$ cat src/core/stp_pkg.sv
package stp_pkg;

	// ------------------------------------------------------------
	// radio states seen by this block
	// ------------------------------------------------------------
	typedef enum logic [3:0] {
		STP_ST_OTHER        = 4'h0,
		STP_ST_SYNTH_READY  = 4'h1,
		STP_ST_ARET_READY   = 4'h2,
		STP_ST_AACK_RX      = 4'h3,
		STP_ST_IDLE         = 4'h4,
		STP_ST_SLEEP        = 4'h5,
		STP_ST_LISTEN       = 4'h6,
		STP_ST_LISTEN_NOCLK = 4'h7,
		STP_ST_AACK_LISTEN  = 4'h8,
		STP_ST_AACK_NOCLK   = 4'h9
	} stp_state_e;

	// ------------------------------------------------------------
	// constants
	// ------------------------------------------------------------
	localparam logic [5:0] STP_CLK_DELAY    = 6'h23;
	localparam logic [2:0] STP_RATE_FAST_LO = 3'h6;
	localparam logic [5:0] STP_CNT_ZERO     = 6'h00;
	localparam logic [5:0] STP_CNT_ONE      = 6'h01;

	// requests from this block to the radio core
	typedef struct packed {
		logic tx_start;
		logic aret_start;
		logic ack_start;
	} stp_cmd_s;

endpackage

$ cat src/core/stp_sleep_tx_pin_control.sv
`timescale 1ns/1ps
`default_nettype none

module stp_sleep_tx_pin_control
	import stp_pkg::*;
(
	input  wire logic       clk_in,
	input  wire logic       rst_in,
	input  wire logic       sleep_tx_pin_in,
	input  wire stp_state_e radio_state_in,
	input  wire logic       slotted_in,
	input  wire logic       rx_start_in,
	input  wire logic [2:0] clock_output_rate_select_in,
	input  wire logic       host_clock_tick_in,
	output stp_state_e      state_out,
	output logic            state_override_out,
	output stp_cmd_s        cmd_out,
	output logic            rx_busy_out,
	output logic            host_clock_enable_out
);

	// ------------------------------------------------------------
	// pin synchroniser and edges
	// ------------------------------------------------------------
	logic sync1_reg;
	logic sync2_reg;
	logic pin_prev_reg;
	logic rise;
	logic fall;

	// only the second and third flops are read; the first may settle late
	always_ff @(posedge clk_in or posedge rst_in) begin
		if (rst_in) begin
			sync1_reg    <= 1'b0;
			sync2_reg    <= 1'b0;
			pin_prev_reg <= 1'b0;
		end else begin
			sync1_reg    <= sleep_tx_pin_in;
			sync2_reg    <= sync1_reg;
			pin_prev_reg <= sync2_reg;
		end
	end

	assign rise = sync2_reg & ~pin_prev_reg;
	assign fall = ~sync2_reg & pin_prev_reg;

	// ------------------------------------------------------------
	// pin-owned state
	// ------------------------------------------------------------
	stp_state_e state_reg;
	stp_state_e state_next;
	logic       own_reg;
	logic       own_next;
	logic       fast_rate;

	assign fast_rate = clock_output_rate_select_in >= STP_RATE_FAST_LO;

	always_comb begin
		state_next = state_reg;
		own_next   = own_reg;
		if (!own_reg) begin
			// nothing owned by the pin: follow the radio core
			state_next = radio_state_in;
			if (rise) begin
				case (radio_state_in)
					STP_ST_IDLE: begin
						state_next = STP_ST_SLEEP;
						own_next   = 1'b1;
					end
					STP_ST_LISTEN: begin
						state_next = STP_ST_LISTEN_NOCLK;
						own_next   = 1'b1;
					end
					STP_ST_AACK_LISTEN: begin
						state_next = STP_ST_AACK_NOCLK;
						own_next   = 1'b1;
					end
					default: own_next = 1'b0;
				endcase
			end
		end else begin
			case (state_reg)
				STP_ST_SLEEP: begin
					// wake-up follows the pin level, no edge needed
					if (!sync2_reg) begin
						state_next = STP_ST_IDLE;
						own_next   = 1'b0;
					end
				end
				STP_ST_LISTEN_NOCLK: begin
					if (fall) begin
						state_next = STP_ST_LISTEN;
						own_next   = 1'b0;
					end
				end
				STP_ST_AACK_NOCLK: begin
					if (fall) begin
						state_next = STP_ST_AACK_LISTEN;
						own_next   = 1'b0;
					end
				end
				default: begin
					state_next = radio_state_in;
					own_next   = 1'b0;
				end
			endcase
		end
	end

	always_ff @(posedge clk_in or posedge rst_in) begin
		if (rst_in) begin
			state_reg <= STP_ST_OTHER;
			own_reg   <= 1'b0;
		end else begin
			state_reg <= state_next;
			own_reg   <= own_next;
		end
	end

	assign state_out          = state_reg;
	assign state_override_out = own_reg;

	// ------------------------------------------------------------
	// transmit triggers
	// ------------------------------------------------------------
	logic rise_free;

	// an edge is ignored while the pin owns the state
	assign rise_free = rise && !own_reg;

	// one-cycle requests towards the radio core
	always_ff @(posedge clk_in or posedge rst_in) begin
		if (rst_in) begin
			cmd_out <= '0;
		end else begin
			cmd_out.tx_start   <= rise_free
				&& radio_state_in == STP_ST_SYNTH_READY;
			cmd_out.aret_start <= rise_free
				&& radio_state_in == STP_ST_ARET_READY;
			cmd_out.ack_start  <= rise_free && slotted_in
				&& radio_state_in == STP_ST_AACK_RX;
		end
	end

	// ------------------------------------------------------------
	// reception start marker
	// ------------------------------------------------------------
	always_ff @(posedge clk_in or posedge rst_in) begin
		if (rst_in) begin
			rx_busy_out <= 1'b0;
		end else begin
			// pulse marks entry into busy receive
			rx_busy_out <= rx_start_in;
		end
	end

	// ------------------------------------------------------------
	// host clock output gating
	// ------------------------------------------------------------
	logic [5:0] cnt_reg;
	logic       entering_off;
	logic       in_noclk;
	logic       rx_restart;
	logic       delay_last;

	assign entering_off = own_next && !own_reg;
	assign in_noclk     = state_reg == STP_ST_LISTEN_NOCLK
		|| state_reg == STP_ST_AACK_NOCLK;
	assign rx_restart   = in_noclk && rx_start_in;
	// the tick that takes the counter from one to zero ends the grace period
	assign delay_last   = cnt_reg == STP_CNT_ONE && host_clock_tick_in;

	// ------------------------------------------------------------
	// grace period counter, in host clock output cycles
	// ------------------------------------------------------------
	always_ff @(posedge clk_in or posedge rst_in) begin
		if (rst_in) begin
			cnt_reg <= STP_CNT_ZERO;
		end else if (!own_next || rx_restart) begin
			cnt_reg <= STP_CNT_ZERO;
		end else if (entering_off) begin
			// the fast rates never clock the host, so they get no grace period
			cnt_reg <= fast_rate ? STP_CNT_ZERO : STP_CLK_DELAY;
		end else if (cnt_reg != STP_CNT_ZERO && host_clock_tick_in) begin
			cnt_reg <= cnt_reg - STP_CNT_ONE;
		end
	end

	// ------------------------------------------------------------
	// clock output gate
	// ------------------------------------------------------------
	always_ff @(posedge clk_in or posedge rst_in) begin
		if (rst_in) begin
			host_clock_enable_out <= 1'b1;
		end else if (!own_next) begin
			host_clock_enable_out <= 1'b1;
		end else if (entering_off) begin
			// a clocked host keeps its clock until the grace period ends
			host_clock_enable_out <= !fast_rate;
		end else if (rx_restart) begin
			host_clock_enable_out <= 1'b1;
		end else if (delay_last) begin
			host_clock_enable_out <= 1'b0;
		end
	end

endmodule

`default_nettype wire

$ cat config.mk
export PLATFORM = sky130hd
export DESIGN_NAME = stp_sleep_tx_pin_control
export DESIGN_NICKNAME = d
export VERILOG_FILES = /design/src/core/stp_pkg.sv /design/src/core/stp_sleep_tx_pin_control.sv
export SDC_FILE = /design/constraint.sdc
export NUM_CORES = 1
export LEC_CHECK = 0
export BUFFER_PORTS_ARGS = -buffer_cell sky130_fd_sc_hd__buf_2
export CORE_MARGIN = 3
export CORE_UTILIZATION = 30
export DETAILED_ROUTE_END_ITERATION = 12
export SYNTH_ARGS = -nofsm -noshare
export SYNTH_HDL_FRONTEND = slang
export SYNTH_SLANG_ARGS = --single-unit
$ cat constraint.sdc
create_clock -name clk_in -period 2.05 [get_ports clk_in]
set_input_delay 0.3075 -clock clk_in [delete_from_list [all_inputs] [get_ports clk_in]]
set_output_delay 0.3075 -clock clk_in [all_outputs]
set_load 0.05 [all_outputs]
==> impl_metrics.csv <==
group,metric,value,unit
run_status,status,"completed",
sta,grt_setup_unrepaired,"false",
synthesis,synth_top_cell_area_share,44.6,%
sta,drv_slew,0,
clock_tree,htree_num_levels,1,
routing,drt-total-wl,2010,um
synthesis,seq_area_frac_synth,47.2,%
global_route,grt_pass1_vias,795,
synthesis,synth-adder-area-share,3.71,%
routing,via_per_inst,4.85,
synthesis,syn_inst,102,
routing,detail-route-antenna-nets,0,
critical_path,cpPeakStageDelay,530,ps
synthesis,synth_top_cell_by_area,"dfrtp_1",
synthesis,syn-num-nets,118,
clock_tree,clock_latency,290,ps
synthesis,synthTopCellsByArea,"dfrtp_1 45%, nor2_1 4.5%, ha_1 3.7%",
die,initial_core_util,32.3,%
power,irDropWorstVdd,0.290,mV
synthesis,syn_area,1010,um2
clock_tree,cts_resized,0,
global_route,grt_usage,10.8,%
synthesis,synth_simple_gate_area_share,26.0,%
sta,setup_viol_count_final,0,
clock_tree,path_clk_slew,110,ps
synthesis,syn_avg_cell_area,9.91,um2
synthesis,ys_seq_elements,19,
routing,vias,829,
routing,drtIter0Drc,20,
sta,fin_crit_sh,90.1,%
clock_tree,cts_hold_buf,0,
critical_path,path_buf_inv,0,
place,io_buffers,21,
synthesis,synth_top_family_by_area,"simple AND/OR/NAND/NOR gates",
cells_and_area,n_antenna_cell,0,
die,die_h,64.1,um
clock_tree,cts_sinks,19,
sta,max_slew_margin,53.8,%
critical_path,crit_family,"simple AND/OR/NAND/NOR gates",
min_path,hold_class,"input port to async pin",
die,io_pins,23,
synthesis,synth.distinct_cells,37,
cells_and_area,num-fill-cells,326,
synthesis,synth_most_common_cell,"dfrtp_1",
synthesis,synth-edff-count,0,
clock_tree,post_cts_buffers,0,
power,leakage,0.540,nW
routing,drc_errors,0,
sta,min_period,1850,ps
die,fp.dieW,64.1,um
sta,fin_setup_tns,0,ps
die,die_area,4100,um2
cells_and_area,area_delta_synth_final,19.1,%
routing,post_drt_wl_per_cell,11.8,um
clock_tree,cts_tree,"yes",
cells_and_area,finalNetCount,144,
power,power.density,576,nW/um2
clock_tree,cts_inserted_buffers,3,
synthesis,ys.flop_type,"dfrtp_1",
critical_path,critPathCaptureType,"flip-flop",
critical_path,arrival,2040,ps
synthesis,synth_xor_area_share,2.60,%
flow_run,cap_violations,0,
critical_path,crit_chain,"or4bb_1, a41oi_2, nor2b_2, a2111oi_2",
die,rows,20,
global_route,antenna_found_initial,0,
cells_and_area,multi_input_area,502,um2
cells_and_area,final_util,38.5,%
place,hpwl,1560,um
critical_path,critical_path.max_fanout,13,
global_route,grt_pass1_wl,3500,um
critical_path,crit_slowest_cell,"dfrtp_1",
synthesis,yosys-top-cells-count,"18 x dfrtp_1, 12 x nor2_1, 8 x nand2_1, 6 x inv_1, 5 x nand2b_1",
cells_and_area,final_layout_size_suffix_gt1_share,24.4,%
critical_path,start_kind,"flip-flop",
sta,fin_skew,4.39,ps
clock_tree,cts_root_buf,"clkbuf_4",
place,placed_cell_area,1180,um2
clock_tree,clockBufferDepth,2,
synthesis,synth_mux_area_share,0.990,%
sta,hold_ws,107,ps
critical_path,worstSetupPathType,"flip-flop to flip-flop",
die,core_area,3130,um2
routing,drtPass1Iterations,4,
sta,hold_viol,0,
cells_and_area,largest_reg_flops,6,
global_route,grt_max_degree,20,
synthesis,synth_warnings,0,
global_route,grt_remaining_overflow,0,
critical_path,critPathRequiredTime,2240,ps
cells_and_area,ff_latch_area,477,um2
place,routabilityCongestion,0.762,
sta,fmax,541,MHz
synthesis,async_flop_share,100,%
cells_and_area,finalInstanceArea,1200,um2
synthesis,synth_compound_gate_area_share,16.3,%
sta,tightest_slew,692,ps
[metrics by stage]
step	instances	setup WS [ps]	power [mW]
after floorplan	102	23.5	0.481
after global placement	167	252	0.515
after detailed placement	167	216	0.518
after CTS	171	193	0.704
after global routing	171	34.5	0.737
final	171	203	0.693
[per-layer routing]
layer  GRT usage (%)  part of all wire [%]
met3            2.46                   4.3
met4            4.85                   1.0
met5               0                     0
met2            17.7                    49
met1            13.4                    46
[where the power goes]
group	internal, mW	leakage, nW	total [mW]	switching [mW]
logic	0.0373	0.280	0.107	0.0701
registers	0.386	0.242	0.403	0.0167
clock network	0.0725	0.0177	0.183	0.110
[worst paths after layout]
| path | startpoint | to | slack (ps) | cells after the start |
|---|---|---|---|---|
| min in group clk_in | sleep_tx_pin_in | sync1_reg | 120 | 1 |
| max in group asynchronous | rst_in | pin_prev_reg | 1510 | 2 |
| worst min-delay path | rst_in | cnt_reg[0] | 110 | 2 |
| worst max register to register | state_out[3] | cnt_reg[5] | 200 | 4 |
| worst min register to register | sync1_reg | sync2_reg | 360 | 0 |
| worst max-delay path | state_out[3] | cnt_reg[5] | 200 | 4 |
[kinds of logic (layout without fill, tap and decap cells)]
logic type,count (synthesis),count (layout)
and+or+nand+nor,46,46
AOI/OAI and AO/OA,22,22
DFF,19,19
buffers and inverters,8,33
adders and majority gates,3,3
xor gates and xnor gates,3,3
muxes,1,1
[area by class of cell]
cell class	count	share of cell area, %
Multi-Input combinational cell	75	41.7
Sequential cell	19	39.6
Timing Repair Buffer	23	9.98
Tap cell	44	4.57
Clock buffer	3	1.87
Inverter	6	1.87
Clock inverter	1	0.416
[placed cells by master, fill, tap and decap left out, drive strengths merged]
cell type  synthesis  routed
o31a               1       1
a21oi              4       4
clkinv             0       1
nand2b             5       5
nor2b              2       2
o22a               1       1
o21a               1       1
and3b              1       1
inv                6       6
nand2              8       8
o2bb2ai            1       1
or4bb              2       2
o21ai              5       5
a211oi             1       1
buf                2      23
a41oi              1       1
nor3               3       3
xnor2              1       1
a2111oi            1       1
dfrtp             18      18
clkbuf             0       3
ha                 3       3
or4b               2       2
nor2              12      12
nand3              3       3
or3b               3       3
or3                2       2
o221ai             1       1
a211o              1       1
dfstp              1       1
o211ai             2       2
xor2               2       2
mux2i              1       1
a31oi              1       1
and3               1       1
nand3b             2       2
a22o               1       1
Note: power is estimated with default switching activity, not from simulation.
